**src/wdr_pkg.sv**
```systemverilog
package wdr_pkg;
	localparam int ADDR_W = 8;
	localparam logic [7:0] OFF_CTRL = 8'h00;
	localparam logic [7:0] OFF_NMI = 8'h04;
	localparam logic [7:0] OFF_LOAD = 8'h08;
	localparam logic [7:0] OFF_SVC = 8'h0c;
	localparam logic [7:0] OFF_COUNT = 8'h10;
	localparam logic [7:0] OFF_BRST = 8'h14;
	localparam logic [7:0] OFF_STAT = 8'h18;
	localparam logic [7:0] OFF_MASK = 8'h1c;
	localparam int CTRL_EN_BIT = 0;
	localparam int CTRL_RSTEN_BIT = 1;
	localparam int BRST_BIT = 0;
	localparam int ST_NMI_BIT = 0;
	localparam int ST_EXP_BIT = 1;
	localparam logic [31:0] LOAD_RST = 32'hffff_ffff;
	localparam logic [23:0] NMI_RST = 24'h00_0000;
	localparam logic [31:0] SVC_KEY = 32'h0000_a5a5;
	localparam int SYS_CLK_MHZ = 100;
	localparam int EXP_HOLD_CYC = 16;
	localparam int POR_HOLD_CYC = 16;
	localparam logic [1:0] RESP_OKAY = 2'b00;
	localparam logic [1:0] RESP_SLVERR = 2'b10;
	typedef enum logic [1:0] {WDR_IDLE, WDR_RUN, WDR_EXPIRED} wdr_state_t;
endpackage : wdr_pkg

```
**src/wdr_top.sv**
```systemverilog
`timescale 1ns/1ns
module wdr_top (
	input wire logic clk_sys,
	input wire logic rst_n,
	input wire logic clk_en,
	input wire logic pci_bus_reset_in_n,
	input wire logic jtag_test_reset_in_n,
	input wire logic [7:0] s_axi_awaddr,
	input wire logic s_axi_awvalid,
	output logic s_axi_awready,
	input wire logic [31:0] s_axi_wdata,
	input wire logic [3:0] s_axi_wstrb,
	input wire logic s_axi_wvalid,
	output logic s_axi_wready,
	output logic [1:0] s_axi_bresp,
	output logic s_axi_bvalid,
	input wire logic s_axi_bready,
	input wire logic [7:0] s_axi_araddr,
	input wire logic s_axi_arvalid,
	output logic s_axi_arready,
	output logic [31:0] s_axi_rdata,
	output logic [1:0] s_axi_rresp,
	output logic s_axi_rvalid,
	input wire logic s_axi_rready,
	output logic wd_nmi_out_n,
	output logic wd_expire_out_n,
	output logic board_reset_out_n,
	output logic host_reset_out_n,
	output logic irq
);
	logic aw_got_q, aw_got_d, w_got_q, w_got_d;
	logic [7:0] awaddr_q, awaddr_d;
	logic [31:0] wdata_q, wdata_d;
	logic [3:0] wstrb_q, wstrb_d;
	logic bvalid_q, bvalid_d, rvalid_q, rvalid_d;
	logic [1:0] bresp_q, bresp_d, rresp_q, rresp_d;
	logic [31:0] rdata_q, rdata_d;
	logic [1:0] ctrl_q, ctrl_d;
	logic [23:0] nmi_threshold_q, nmi_threshold_d;
	logic [31:0] load_q, load_d, count_q, count_d;
	logic brst_q, brst_d;
	logic [1:0] stat_q, stat_d, mask_q, mask_d;
	wdr_pkg::wdr_state_t st_q, st_d;
	logic nmi_q, nmi_d, exp_q, exp_d, irq_q, irq_d;
	logic [4:0] hold_q, hold_d;
	logic [4:0] por_q, por_d;
	logic brd_q, brd_d, host_q, host_d;
	logic wr_go, svc_hit, src_any;
	logic [31:0] wr_val, ctrl_mrg, nmi_mrg;
	function automatic logic [31:0] merge(input logic [31:0] old, input logic [31:0] nw,
			input logic [3:0] be);
		logic [31:0] r;
		r = old;
		for (int i = 0; i < 4; i++) begin
			if (be[i]) begin
				r[i*8 +: 8] = nw[i*8 +: 8];
			end
		end
		return r;
	endfunction : merge
	function automatic logic mapped(input logic [7:0] a);
		return (a[1:0] == 2'b00) && (a <= wdr_pkg::OFF_MASK);
	endfunction : mapped
	always_comb begin
		aw_got_d = aw_got_q;
		w_got_d = w_got_q;
		awaddr_d = awaddr_q;
		wdata_d = wdata_q;
		wstrb_d = wstrb_q;
		bvalid_d = bvalid_q;
		bresp_d = bresp_q;
		rvalid_d = rvalid_q;
		rresp_d = rresp_q;
		rdata_d = rdata_q;
		if (s_axi_awvalid && !aw_got_q) begin
			aw_got_d = 1'b1;
			awaddr_d = s_axi_awaddr;
		end
		if (s_axi_wvalid && !w_got_q) begin
			w_got_d = 1'b1;
			wdata_d = s_axi_wdata;
			wstrb_d = s_axi_wstrb;
		end
		if (wr_go) begin
			aw_got_d = 1'b0;
			w_got_d = 1'b0;
			bvalid_d = 1'b1;
			bresp_d = mapped(awaddr_q) ? wdr_pkg::RESP_OKAY : wdr_pkg::RESP_SLVERR;
		end else if (bvalid_q && s_axi_bready) begin
			bvalid_d = 1'b0;
		end
		if (s_axi_arvalid && !rvalid_q) begin
			rvalid_d = 1'b1;
			rresp_d = mapped(s_axi_araddr) ? wdr_pkg::RESP_OKAY : wdr_pkg::RESP_SLVERR;
			case (s_axi_araddr)
				wdr_pkg::OFF_CTRL: rdata_d = {30'h0, ctrl_q};
				wdr_pkg::OFF_NMI: rdata_d = {8'h00, nmi_threshold_q};
				wdr_pkg::OFF_LOAD: rdata_d = load_q;
				wdr_pkg::OFF_COUNT: rdata_d = count_q;
				wdr_pkg::OFF_BRST: rdata_d = {31'h0, brst_q};
				wdr_pkg::OFF_STAT: rdata_d = {30'h0, stat_q};
				wdr_pkg::OFF_MASK: rdata_d = {30'h0, mask_q};
				default: rdata_d = 32'h0000_0000;
			endcase
		end else if (rvalid_q && s_axi_rready) begin
			rvalid_d = 1'b0;
		end
	end
	// Write commits once both halves are held and no response is pending
	assign wr_go = aw_got_q && w_got_q && !bvalid_q;
	assign wr_val = merge(32'h0000_0000, wdata_q, wstrb_q);
	assign svc_hit = wr_go && awaddr_q == wdr_pkg::OFF_SVC && wdata_q == wdr_pkg::SVC_KEY;
	assign ctrl_mrg = merge({30'h0, ctrl_q}, wdata_q, wstrb_q);
	assign nmi_mrg = merge({8'h00, nmi_threshold_q}, wdata_q, wstrb_q);
	// Watchdog counter and outputs
	always_comb begin
		ctrl_d = ctrl_q;
		nmi_threshold_d = nmi_threshold_q;
		load_d = load_q;
		brst_d = brst_q;
		mask_d = mask_q;
		stat_d = stat_q;
		st_d = st_q;
		count_d = count_q;
		nmi_d = nmi_q;
		exp_d = exp_q;
		hold_d = hold_q;
		if (wr_go) begin
			case (awaddr_q)
				wdr_pkg::OFF_CTRL: ctrl_d = ctrl_mrg[1:0];
				wdr_pkg::OFF_NMI: nmi_threshold_d = nmi_mrg[23:0];
				wdr_pkg::OFF_LOAD: load_d = merge(load_q, wdata_q, wstrb_q);
				wdr_pkg::OFF_BRST: brst_d = wr_val[wdr_pkg::BRST_BIT];
				wdr_pkg::OFF_MASK: mask_d = wr_val[1:0];
				wdr_pkg::OFF_STAT: stat_d = stat_q & ~wr_val[1:0];
				default: ;
			endcase
		end
		case (st_q)
			wdr_pkg::WDR_IDLE: begin
				count_d = load_q;
				nmi_d = 1'b0;
				if (ctrl_q[wdr_pkg::CTRL_EN_BIT]) begin
					st_d = wdr_pkg::WDR_RUN;
				end
			end
			wdr_pkg::WDR_RUN: begin
				if (!ctrl_q[wdr_pkg::CTRL_EN_BIT]) begin
					st_d = wdr_pkg::WDR_IDLE;
				end else if (svc_hit) begin
					count_d = load_q;
					nmi_d = 1'b0;
				end else if (count_q == 32'h0000_0000) begin
					st_d = wdr_pkg::WDR_EXPIRED;
					exp_d = 1'b1;
					stat_d[wdr_pkg::ST_EXP_BIT] = 1'b1;
					if (nmi_threshold_q == 24'h00_0000) begin
						nmi_d = 1'b1;
						stat_d[wdr_pkg::ST_NMI_BIT] = 1'b1;
					end
				end else begin
					count_d = count_q - 32'h0000_0001;
					if (count_q[31:24] == 8'h00 && count_q[23:0] == nmi_threshold_q) begin
						nmi_d = 1'b1;
						stat_d[wdr_pkg::ST_NMI_BIT] = 1'b1;
					end
				end
			end
			wdr_pkg::WDR_EXPIRED: begin
				// Stays expired until disabled or the board is reset
				if (!ctrl_q[wdr_pkg::CTRL_EN_BIT]) begin
					st_d = wdr_pkg::WDR_IDLE;
					exp_d = 1'b0;
				end
			end
			default: st_d = wdr_pkg::WDR_IDLE;
		endcase
		// Expiry pulse kept for a fixed count once board reset starts
		if (hold_q != 5'd0) begin
			hold_d = hold_q - 5'd1;
		end
	end
	// Reset merge: enabled expiry, kept up through its hold since reset clears the enable
	assign src_any = (exp_q && (ctrl_q[wdr_pkg::CTRL_RSTEN_BIT] || hold_q != 5'd0))
			|| !pci_bus_reset_in_n || !jtag_test_reset_in_n || brst_q
			|| (por_q != 5'd0);
	always_comb begin
		por_d = (por_q != 5'd0) ? por_q - 5'd1 : por_q;
		brd_d = !src_any;
		host_d = !src_any;
		irq_d = |(stat_d & mask_q);
	end
	always_ff @(posedge clk_sys) begin
		if (!rst_n) begin
			por_q <= 5'(wdr_pkg::POR_HOLD_CYC);
			brd_q <= 1'b0;
			host_q <= 1'b0;
			irq_q <= 1'b0;
		end else if (clk_en) begin
			por_q <= por_d;
			brd_q <= brd_d;
			host_q <= host_d;
			irq_q <= irq_d;
		end
	end
	// Onboard logic and the watchdog settings, counter and warning are reset by the merged source; status and mask keep their values
	always_ff @(posedge clk_sys) begin
		if (!rst_n) begin
			aw_got_q <= 1'b0;
			w_got_q <= 1'b0;
			awaddr_q <= 8'h00;
			wdata_q <= 32'h0000_0000;
			wstrb_q <= 4'h0;
			bvalid_q <= 1'b0;
			bresp_q <= 2'b00;
			rvalid_q <= 1'b0;
			rresp_q <= 2'b00;
			rdata_q <= 32'h0000_0000;
			mask_q <= 2'b00;
			stat_q <= 2'b00;
			exp_q <= 1'b0;
			hold_q <= 5'd0;
			ctrl_q <= 2'b00;
			nmi_threshold_q <= wdr_pkg::NMI_RST;
			load_q <= wdr_pkg::LOAD_RST;
			count_q <= wdr_pkg::LOAD_RST;
			brst_q <= 1'b0;
			st_q <= wdr_pkg::WDR_IDLE;
			nmi_q <= 1'b0;
		end else if (clk_en) begin
			aw_got_q <= aw_got_d;
			w_got_q <= w_got_d;
			awaddr_q <= awaddr_d;
			wdata_q <= wdata_d;
			wstrb_q <= wstrb_d;
			bvalid_q <= bvalid_d;
			bresp_q <= bresp_d;
			rvalid_q <= rvalid_d;
			rresp_q <= rresp_d;
			rdata_q <= rdata_d;
			mask_q <= mask_d;
			stat_q <= stat_d;
			if (!brd_q) begin
				// Expiry held for the hold count; this edge already is its first cycle
				if (exp_q && hold_q == 5'd0 && st_q == wdr_pkg::WDR_EXPIRED) begin
					hold_q <= 5'(wdr_pkg::EXP_HOLD_CYC - 1);
					st_q <= wdr_pkg::WDR_IDLE;
				end else begin
					hold_q <= hold_d;
					exp_q <= (hold_d != 5'd0);
				end
				ctrl_q <= 2'b00;
				nmi_threshold_q <= wdr_pkg::NMI_RST;
				load_q <= wdr_pkg::LOAD_RST;
				count_q <= wdr_pkg::LOAD_RST;
				brst_q <= 1'b0;
				nmi_q <= 1'b0;
			end else begin
				exp_q <= exp_d;
				hold_q <= hold_d;
				ctrl_q <= ctrl_d;
				nmi_threshold_q <= nmi_threshold_d;
				load_q <= load_d;
				count_q <= count_d;
				brst_q <= brst_d;
				st_q <= st_d;
				nmi_q <= nmi_d;
			end
		end
	end
	assign s_axi_awready = !aw_got_q && clk_en;
	assign s_axi_wready = !w_got_q && clk_en;
	assign s_axi_arready = !rvalid_q && clk_en;
	assign s_axi_bvalid = bvalid_q;
	assign s_axi_bresp = bresp_q;
	assign s_axi_rvalid = rvalid_q;
	assign s_axi_rresp = rresp_q;
	assign s_axi_rdata = rdata_q;
	assign wd_nmi_out_n = !nmi_q;
	assign wd_expire_out_n = !exp_q;
	assign board_reset_out_n = brd_q;
	assign host_reset_out_n = host_q;
	assign irq = irq_q;
endmodule : wdr_top

```
**config.mk**
```make
export PLATFORM = sky130hd
export DESIGN_NAME = wdr_top
export DESIGN_NICKNAME = d
export VERILOG_FILES = /design/src/wdr_pkg.sv /design/src/wdr_top.sv
export SDC_FILE = /design/constraint.sdc
export NUM_CORES = 1
export LEC_CHECK = 0
export ABC_AREA = 1
export ABC_CLOCK_PERIOD_IN_PS = 5400
export BUFFER_PORTS_ARGS = -buffer_cell sky130_fd_sc_hd__buf_2
export CAP_MARGIN = 15
export CORE_ASPECT_RATIO = 1.2
export CORE_MARGIN = 2
export CORE_UTILIZATION = 50
export CTS_CLUSTER_DIAMETER = 200
export CTS_CLUSTER_SIZE = 25
export DETAILED_ROUTE_END_ITERATION = 10
export GPL_ROUTABILITY_DRIVEN = 0
export PLACE_DENSITY = 0.72
export SLEW_MARGIN = 10
export SYNTH_ARGS = -nofsm -noshare
export SYNTH_HDL_FRONTEND = slang
export SYNTH_SLANG_ARGS = --single-unit
```
**constraint.sdc**
```tcl
create_clock -name clk_sys -period 5.4 [get_ports clk_sys]
set_input_delay 0.27 -clock clk_sys [delete_from_list [all_inputs] [get_ports clk_sys]]
set_output_delay 0.27 -clock clk_sys [all_outputs]
set_load 0.1 [all_outputs]
```
; Word level (Yosys, flattened, before mapping)
; Cells that the tools add are included.
; Widths: inputs -> output; s select.
[classes]
addsub = 3
n_lt_le_gt_ge = 2
eq_ne = 38
muxes = 68
n_bitwise = 3
n_reduce_logical = 73
[op_table]
columns = cell, n
row1 = $mux 32, 7
row2 = $pmux 32 s7, 1
row3 = $mux 24, 3
row4 = $pmux 32 s2, 1
row5 = $eq 8x5->1 const B, 7
row6 = $mux 2, 19
row7 = $reduce_and 4->1, 9
row8 = $eq 32x16->1 const B, 1
row9 = $logic_not 32->1, 1
row10 = $mux 8, 4
row11 = $sub 32x1->32 const B, 1
row12 = $mux 1, 27
row13 = $eq 24x24->1, 1
row14 = $eq 8x4->1 const B, 3
row15 = $logic_not 24->1, 1
row16 = $logic_not 8->1, 3
row17 = $logic_and 1x1->1, 18
row18 = $reduce_and 2->1, 9
row19 = $eq 8x3->1 const B, 2
row20 = $le 8x5->1 const B, 2
row21 = $mux 5, 3
row22 = $ne 3x3->1 const B, 5
row23 = $reduce_bool 5->1, 3
row24 = $ne 4x4->1 const B, 3
row25 = 21 further kinds, 53
[word_totals]
regBits = 195
out_inout_bits = 46
word_cells = 216

; Depth between registers and ports, before layout
; Gate-level depths: netlist (run 1).
[logic_depth]
depth_word = 12
depth_mapped = 13
mapped_depth_nobuf = 13

; Worst setup path after synthesis (run 1)
; No wires, ideal clock.
[synth_path]
kind = reg-to-reg
startpoint = register rvalid_q, in the netlist s_axi_rvalid
endpoint = register rdata_q[15], in the netlist s_axi_rdata[15]
setup_ps = 70
arrival_time_ps = 3201
required_ps = 5330
setup_slack_ps = 2128
stages_incl_launch_ff = 7
synth_period_minus_slack_ps = 3272
cell_sequence = dfxtp_1 nor2_1 nand2_1 inv_1 buf_1 o21ai_0 a21oi_1
[synth_via]
elab_chain_cells = 3
[synth_rtl]
columns = element, line
row1 = from (decl), wdr_top.sv:35  ; logic bvalid_q, bvalid_d, rvalid_q, rvalid_d;
row2 = from (signal assigned), wdr_top.sv:238  ; rvalid_q <= rvalid_d;
row3 = $logic_not 1->1, wdr_top.sv:92  ; if (s_axi_arvalid && !rvalid_q) begin
row4 = $logic_and 1x1->1, wdr_top.sv:92
row5 = $reduce_and 2->1 (no source line), --
row6 = to (signal assigned), wdr_top.sv:240  ; rdata_q <= rdata_d;
row7 = to (decl), wdr_top.sv:37  ; logic [31:0] rdata_q, rdata_d;
; Every way passes these cells.
; A chain may end at the register's enable or synchronous reset.

==> out/qor.csv, run 1 <==
metric;value;unit
WL final;29600;um
worst hold-check path type;in -> reg;
leakage;4.64;nW
Antenna Violating Nets Remaining;0;
worst path cell trace;buf_4 > clkinv_1 > buf_4 > a21oi_1 > inv_1 > nand2_1 > inv_1 > nand3_1 > a21oi_1;
DR pass1 iterations;6;
Post-CTS Setup Bufs;0;
vias in the first global route;9017;
placed standard-cell area;0.0105;sq mm
Crit. End Element;flip-flop;
synthesized netlist cell count;1427;
run status;completed;
clk_skew;0.0164;ns
area share of the leading cell type in the synthesized netlist;38.8;%
CTS buffer count;17;
Main synth FF type;dfxtp_1;
# setup viols final;0;
Least-Margin Pin Slew;1.14;ns
Hold Crit Depth;3;
via count;9931;
EDFF count, synth;0;
Initial DRC Count;886;
TritonCTS clock tree;yes;
later-pin clock latency in the skew report;0.45;ns
Non-Filler Instances;1759;
layout cells sized above 1;14.0;%
CP peak stage delay;0.48;ns
DPL Wire Length;20700;um
DRC;0;
Synth cell types;52;
Global Route met3 Usage;5.54;%
Commonest cells post-synth;nand2_1, dfxtp_1, a21oi_1;
GR Overflow Total;0;
cell count after placement;1727;
busiest grt layer;met2;
Synth Cell Area;0.00995;sq mm
htree depth;4;
Worst Path Arrival;2.94;ns
GRT Overall Usage;27.8;%
R2R cell count;9;
# nets final;1550;
Final WS setup;2.75;ns
Clock Path Buffers;2;
num rows;56;
stages on the worst setup path;9;
most frequent cell after synthesis;nand2_1;
Max Cap Viol;0;
Die ar.;0.0211;sq mm
M1 GR Usage;35.4;%
Post-CTS Hold Buffers;0;
PwrDens;301;mW/mm^2
fmax;378;MHz
pin count of the biggest net entering global routing;75;
Die X;133;um
Wirelength per Cell;16.8;um
startpoint class of the critical path;flip-flop;
family with the most delay on the worst path;buffers and inverters;
# resized after CTS;0;
clock root cell;clkbuf_16;
grt met2 use;45.1;%
post-synthesis sequential area ratio;38.8;%
CP Class;reg -> reg;
Worst Path Buf+Inv;5;
hold slack;0.0832;ns
RSZ-0062 raised after global routing;no;
first-pass GRT wire length;46200;um
count of buffers from port buffering;105;
Synth Register Bits;193;
number of antenna violations at the first check in global routing;0;
Async SR Flop Fraction;0;%
CTS sink count;193;
cell taking the most area after synthesis;dfxtp_1;
clk slew on worst S/H paths;0.08;ns
synth top area cells;dfxtp_1, nand2_1, a21oi_1;
post-route design area;0.0111;sq mm
final period utilization;49.0;%
Tmin final;2.65;ns
Post-Route Setup TNS;0;ns
Boundary Pins;108;
Vias/cell;5.65;
placeable core area;0.0195;sq mm
CP max FO;53;
syn avg cell area;6.97;sq um
Slew Viols, Final;0;
slowest CP cell;buf_4;
Inserted Diodes;0;
maximum VDD drop;0.200;mV
die height;159;um
pre-CTS setup slack;2.82;ns
CP required;5.70;ns
relative slew slack;23.8;%
Area growth syn-to-layout;11.2;%
total number of yosys warnings;0;
Initial Utilization;50.9;%
endpoints failing hold;0;
-- where the power goes --
group          switching, mW  internal, mW
logic                  0.314         0.137
clock network          0.641         0.666
registers             0.0743          1.50
total                   1.03          2.30
-- routing by layer --
layer / up-vias / part of all wire, %
li1: 4873 / -
met1: 4542 / 43
met2: 438 / 46
met3: 78 / 7.7
met4: 0 / 4.0
met5: - / 0
-- through the flow --
step	utilization, %	power (mW)
final	56.6	3.33
after global routing	56.6	3.45
after global placement	53.5	2.04
after CTS	56.6	3.32
after floorplan	-	1.93
after detailed placement	53.5	2.04
-- logic make-up (layout without fill, tap and decap cells) --
kind of cell	after synthesis	after routing	share of synthesized area [%]
XOR/XNOR	28	28	2.46
adder cells (fa/ha/maj)	3	3	0.377
other	1	2	0.0377
flip-flops	193	193	38.8
buffers and inverters	223	293	9.78
AO/OA/AOI/OAI	367	367	21.3
AND/OR/NAND/NOR	612	612	27.2
-- placed cells by master (no fill, tap or decap), drive strengths merged, types with 2 or more instances in the layout --
cell type,netlist,final
nand2,339,339
dfxtp,193,193
a21oi,158,158
inv,144,151
nor2,127,127
o21ai,117,117
buf,35,114
nand3,95,95
o211ai,28,28
nor3,24,24
a211oi,19,19
clkbuf,41,17
xor2,15,15
o22ai,15,15
nand4,15,15
xnor2,13,13
o221ai,10,10
clkinv,3,8
o31ai,7,7
a31oi,5,5
nor4,5,5
and3,4,4
ha,3,3
or2,2,2
a22o,2,2
a221oi,2,2
conb,1,2
clkinvlp,0,2
-- path summary, 6_finish.rpt --
path / from / end / slack (ns)
worst min register to register: s_axi_rdata[25]$_SDFFE_PN0P_ / s_axi_rdata[25]$_SDFFE_PN0P_ / 0.46
worst max register to register: host_reset_out_n$_SDFFE_PN0P_ / nmi_threshold_q[18]$_SDFFE_PN0P_ / 2.75
worst max-delay path: host_reset_out_n$_SDFFE_PN0P_ / nmi_threshold_q[18]$_SDFFE_PN0P_ / 2.75
worst min-delay path: s_axi_wdata[27] / wdata_q[27]$_SDFFE_PN0P_ / 0.08
-- sequential cells by signal, summed over array words and instances, names as in the netlist, 2 cells and up --
register and count:
wstrb_q 4, load_q 32, awaddr_q 8, count_q 32
s_axi_rdata 32, nmi_threshold_q 24, hold_q 5, stat_q 2
wdata_q 32, mask_q 2, ctrl_q 2, st_q 2
por_q 5
-- cell type report --
type	instances	area [sq um]
Timing Repair Buffer	114	593
Clock buffer	17	425
Fill cell	1875	8480
Tap cell	261	327
Sequential cell	193	3860
Inverter	147	556
Multi-Input combinational cell	1012	5120
Clock inverter	15	185
-- worst min-delay path: stages --
cell,delay [ns]
buf_2,0.09
nand3_1,0.07
a21oi_1,0.06
Note: power is estimated with default switching activity, not from simulation.
==> inputs of run 2 (changes only) <==
--- a/config.mk
+++ b/config.mk
@@ -5,8 +5,8 @@
 export SDC_FILE = /design/constraint.sdc
 export NUM_CORES = 1
 export LEC_CHECK = 0
-export ABC_AREA = 1
-export ABC_CLOCK_PERIOD_IN_PS = 5400
+export ABC_AREA = 0
+export ABC_CLOCK_PERIOD_IN_PS = 2750
 export BUFFER_PORTS_ARGS = -buffer_cell sky130_fd_sc_hd__buf_2
 export CAP_MARGIN = 15
 export CORE_ASPECT_RATIO = 1.2
==> constraint.sdc (replaced) <==
create_clock -name clk_sys -period 2.75 [get_ports clk_sys]
set_input_delay 0.1375 -clock clk_sys [delete_from_list [all_inputs] [get_ports clk_sys]]
set_output_delay 0.1375 -clock clk_sys [all_outputs]
set_load 0.1 [all_outputs]
==> out/qor.csv, run 2 <==
metric;value;unit
reg2reg setup slack;0.11;ns
Antenna Violating Nets Remaining;0;
most frequent cells in the layout;dfxtp_1, nand2_1, a21oi_1;
Die X;128;um
num rows;54;
Crit. End Element;flip-flop;
Wirelength per Cell;19.7;um
Non-Filler Instances;1521;
EDFF count, synth;0;
post-synthesis sequential area ratio;41.8;%
area share of the leading cell type in the synthesized netlist;41.8;%
fmax;378;MHz
compound-gate portion of the synthesized area;24.9;%
placeable core area;0.0182;sq mm
die height;153;um
sw power;1.82;mW
htree depth;4;
cell count after placement;1443;
syn avg cell area;8.01;sq um
endpoints failing hold;0;
first-pass GRT wire length;47300;um
# nets final;1349;
grt met2 use;47.4;%
Synth cell types;74;
Worst Path Arrival;2.97;ns
GRT Overall Usage;30.2;%
busiest grt layer;met2;
vias in the first global route;8949;
Post-Route Setup TNS;0;ns
Global Route met3 Usage;4.83;%
via count;9676;
Synth Cell Area;0.00925;sq mm
proportion of synthesized area in mux cells;1.76;%
M1 GR Usage;41.3;%
relative slew slack;46.5;%
synthesized netlist cell count;1154;
Tmin final;2.64;ns
reg2reg start;count_q[0]$_SDFFE_PN1P_;
Die ar.;0.0196;sq mm
placed standard-cell area;0.0102;sq mm
worst hold-check path type;in -> reg;
internal power;4.50;mW
Slew Viols, Final;0;
cell taking the most area after synthesis;dfxtp_1;
post-route design area;0.0112;sq mm
Main synth FF type;dfxtp_1;
Synth Register Bits;193;
CTS buffer count;17;
Clock Path Buffers;2;
CP Class;reg -> reg;
Initial DRC Count;1311;
leakage;4.13;nW
pin count of the biggest net entering global routing;73;
Boundary Pins;108;
Vias/cell;6.36;
XOR/XNOR Fraction of Synth Area;2.75;%
Commonest cells post-synth;dfxtp_1, nand2_1, a21oi_1;
largest family of logic cells by synthesized area;compound AO/OA/AOI/OAI gates;
startpoint class of the critical path;flip-flop;
count of buffers from port buffering;105;
clock share of power;38.8;%
GR Overflow Total;0;
CTS sink count;193;
R2R cell count;10;
Area growth syn-to-layout;21.0;%
Least-Margin Pin Slew;0.802;ns
sequential share of power;47.5;%
DR pass1 iterations;10;
combinational share of power;13.7;%
beginning of the critical path;count_q[0]$_SDFFE_PN1P_;
most common cell after layout, fill and taps aside;dfxtp_1;
maximum VDD drop;0.426;mV
RSZ-0062 raised after global routing;no;
filler cell count;1603;
clk slew on worst S/H paths;0.07;ns
run status;completed;
synth top area cells;dfxtp_1, nand2_1, a21oi_1;
Inserted Diodes;0;
DRC;0;
# setup viols final;0;
post-synthesis adder-cell area fraction;0.406;%
PwrDens;565;mW/mm^2
DPL Wire Length;20700;um
Worst R2R End;count_q[21]$_SDFFE_PN1P_;
Async SR Flop Fraction;0;%
Switching Fraction;28.8;%
Max Cap Viol;0;
fin util;61.6;%
CP max FO;7;
layout cells sized above 1;16.5;%
final period utilization;96.1;%
clock root cell;clkbuf_16;
TritonCTS clock tree;yes;
Critical Path Sink;count_q[21]$_SDFFE_PN1P_;
most frequent cell after synthesis;dfxtp_1;
number of antenna violations at the first check in global routing;0;
WL final;29900;um
Initial Utilization;50.9;%
total number of yosys warnings;0;
clk_skew;0.0107;ns
CP required;3.08;ns
Post-Synth Simple-Gate Area;23.4;%
later-pin clock latency in the skew report;0.44;ns
run 2: power by group through the flow:
stage	sequential, mW	clock, mW	combinational (mW)
final	3.00	2.46	0.867
after global routing	3.01	2.60	0.955
after CTS	3.00	2.48	0.858
after detailed placement	3.06	0	0.805
after global placement	3.06	0	0.791
after floorplan	3.05	0	0.590
run 2: area by class of cell:
type                            count  area, sq um  area share [%]
Tap cell                          224          280            2.50
Multi-Input combinational cell    844         4970            44.4
Clock inverter                     14          153            1.36
Clock buffer                       18          429            3.83
Sequential cell                   193         3860            34.5
Inverter                           22         83.8           0.749
Timing Repair Buffer              206         1410            12.6
run 2: metal layers:
layer | vias up | wire length, um
li1 | 4502 | -
met3 | 107 | 2960
met4 | 0 | 1210
met1 | 4521 | 12400
met5 | - | 0
met2 | 546 | 13400
run 2: logic make-up after synthesis:
kind of cell,after synthesis
AO/OA/AOI/OAI,345
XOR/XNOR,29
adder cells (fa/ha/maj),3
buffers and inverters,118
flip-flops,193
multiplexers,15
other,1
AND/OR/NAND/NOR,450
run 2: worst min-delay path by stage:
stage / depth (start not counted) / slack (ns) / endpoint / start
floorplan: 2 / 0.27 / wstrb_q[1]$_SDFFE_PN0P_ / s_axi_wstrb[1]
global placement: 3 / 0.38 / wdata_q[9]$_SDFFE_PN0P_ / s_axi_wdata[9]
detailed placement: 3 / 0.38 / wdata_q[9]$_SDFFE_PN0P_ / s_axi_wdata[9]
CTS: 3 / 0.04 / awaddr_q[0]$_SDFFE_PN0P_ / s_axi_awvalid
global route: 3 / 0.06 / awaddr_q[7]$_SDFFE_PN0P_ / s_axi_awvalid
finish: 3 / 0.04 / awaddr_q[3]$_SDFFE_PN0P_ / s_axi_awvalid
run 2: stage by stage:
stage	setup WS, ns	hold slack (ns)	total power [mW]
after floorplan	0.0918	0.273	3.64
after global placement	0.256	0.382	3.85
after detailed placement	0.229	0.383	3.87
after CTS	0.190	0.0356	6.34
after global routing	0.0122	0.0641	6.57
final	0.106	0.0447	6.32
run 2: worst max-delay path: stages, from the launching register on:
cell and delay (ns):
dfxtp_1 0.47, inv_1 0.10, ha_1 0.25, nor3b_2 0.17
nand3_1 0.21, nor4_4 0.09, buf_4 0.17, nor4_1 0.55
buf_4 0.27, nor3b_1 0.19, a211oi_1 0.06
run 2: what timing repair did:
action,CTS,global route
hold buffers,46,0
setup buffers,0,0
hold endpoints to repair,46,0
resized for setup,0,0
==> inputs of run 3 (changes only) <==
--- a/config.mk
+++ b/config.mk
@@ -9,7 +9,7 @@
 export ABC_CLOCK_PERIOD_IN_PS = 2750
 export BUFFER_PORTS_ARGS = -buffer_cell sky130_fd_sc_hd__buf_2
 export CAP_MARGIN = 15
-export CORE_ASPECT_RATIO = 1.2
+export CORE_ASPECT_RATIO = 1.25
 export CORE_MARGIN = 2
 export CORE_UTILIZATION = 50
 export CTS_CLUSTER_DIAMETER = 200
==> out/qor.csv, run 3 (synthesis gave the netlist of run 2 again) <==
metric;value;unit
Initial Utilization;51.1;%
DPL Wire Length;20700;um
Worst Path Arrival;2.90;ns
most common cell after layout, fill and taps aside;dfxtp_1;
Wirelength per Cell;19.5;um
most frequent cells in the layout;dfxtp_1, nand2_1, a21oi_1;
Boundary Pins;108;
TritonCTS clock tree;yes;
CP peak stage delay;0.59;ns
Vias/cell;6.32;
endpoints failing hold;0;
slowest CP cell;or4_4;
leakage;4.09;nW
PwrDens;556;mW/mm^2
Post-CTS Setup Bufs;0;
Die ar.;0.0196;sq mm
placeable core area;0.0181;sq mm
layout cells sized above 1;16.2;%
# setup viols final;0;
htree depth;4;
Initial DRC Count;1229;
M1 GR Usage;39.2;%
num rows;55;
Post-Route Setup TNS;0;ns
fin util;61.6;%
pin count of the biggest net entering global routing;87;
final period utilization;94.7;%
CTS sink count;193;
relative slew slack;40.1;%
Inserted Diodes;0;
run status;completed;
Clock Path Buffers;2;
worst path cell trace;or4_4 > or3_4 > nor4_4 > a31oi_2 > nor2_2 > a22oi_1;
CP Class;reg -> reg;
hold slack;0.0372;ns
DR pass1 iterations;7;
busiest grt layer;met2;
Slew Viols, Final;0;
Max Cap Viol;0;
CP max FO;7;
GR Overflow Total;0;
fmax;384;MHz
via count;9612;
startpoint class of the critical path;flip-flop;
clk_skew;0.0103;ns
clock root cell;clkbuf_16;
# nets final;1347;
Global Route met3 Usage;6.93;%
Die X;126;um
GRT Overall Usage;30.0;%
Antenna Violating Nets Remaining;0;
placed standard-cell area;0.0101;sq mm
WL final;29700;um
DRC;0;
maximum VDD drop;0.444;mV
clk slew on worst S/H paths;0.07;ns
Tmin final;2.61;ns
CP required;3.05;ns
die height;156;um
grt met2 use;46.9;%
vias in the first global route;9067;
worst hold-check path type;in -> reg;
later-pin clock latency in the skew report;0.44;ns
count of buffers from port buffering;105;
RSZ-0062 raised after global routing;no;
filler cell count;1658;
number of antenna violations at the first check in global routing;0;
Crit. End Element;flip-flop;
first-pass GRT wire length;47500;um
Area growth syn-to-layout;20.5;%
post-route design area;0.0111;sq mm
Least-Margin Pin Slew;0.899;ns
CTS buffer count;17;
[run 3: cell types whose count changed in the layout (fill, tap and decap cells not counted), moves of 2 or more]
cell / previous run / this run
clkinv_4: 1 / 3
clkinv_2: 3 / 1
clkinv_8: 2 / 0
buf_4: 54 / 52
clkbuf_1: 1 / 3
[run 3: area by class of cell]
class | instances | area [sq um] | share of cell area (%)
Multi-Input combinational cell | 844 | 4980 | 44.7
Sequential cell | 193 | 3860 | 34.7
Timing Repair Buffer | 204 | 1400 | 12.5
Clock buffer | 20 | 437 | 3.92
Tap cell | 228 | 285 | 2.56
Clock inverter | 11 | 100 | 0.898
Inverter | 22 | 83.8 | 0.752
[run 3: metal layers]
layer	vias up	wire, um
li1	4488	-
met1	4475	11900
met3	103	3220
met4	0	1260
met2	546	13300
met5	-	0
[run 3: worst paths after layout]
path	from	to	slack (ns)	depth (start not counted)
hold reg to reg	por_q[4]$_SDFFE_PN1P_	por_q[4]$_SDFFE_PN1P_	0.46	2
setup / recovery	count_q[24]$_SDFFE_PN1P_	count_q[0]$_SDFFE_PN1P_	0.14	6
setup reg to reg	count_q[24]$_SDFFE_PN1P_	count_q[0]$_SDFFE_PN1P_	0.14	6
hold / removal	s_axi_awvalid	awaddr_q[6]$_SDFFE_PN0P_	0.04	3
[run 3: power breakdown]
| part | switching, mW | leakage [nW] | internal [mW] |
|---|---|---|---|
| Clock | 1.15 | 0.253 | 1.18 |
| Sequential | 0.110 | 1.57 | 2.89 |
| Combinational | 0.529 | 2.27 | 0.330 |
[run 3: worst max-delay path, delay by kind of cell (launching register included)]
family / cells / cell delay (ns)
compound gates: 2 / 0.42
flops: 1 / 0.37
simple gates: 4 / 1.67
[run 3: metrics by stage]
stage | instances | total power [mW] | setup WS [ns]
after detailed placement | 1445 | 3.86 | 0.133
after CTS | 1522 | 6.20 | 0.0776
final | 1522 | 6.20 | 0.145
after global routing | 1522 | 6.42 | 0.0233
after floorplan | 1155 | 3.64 | 0.0918
after global placement | 1445 | 3.84 | 0.128
[run 3: what timing repair did]
| action | 4_1_cts | 5_1_grt |
|---|---|---|
| resized for setup | 0 | 1 |
| setup endpoints to repair | 0 | 1 |
| hold endpoints to repair | 46 | 0 |
| hold buffers | 46 | 0 |
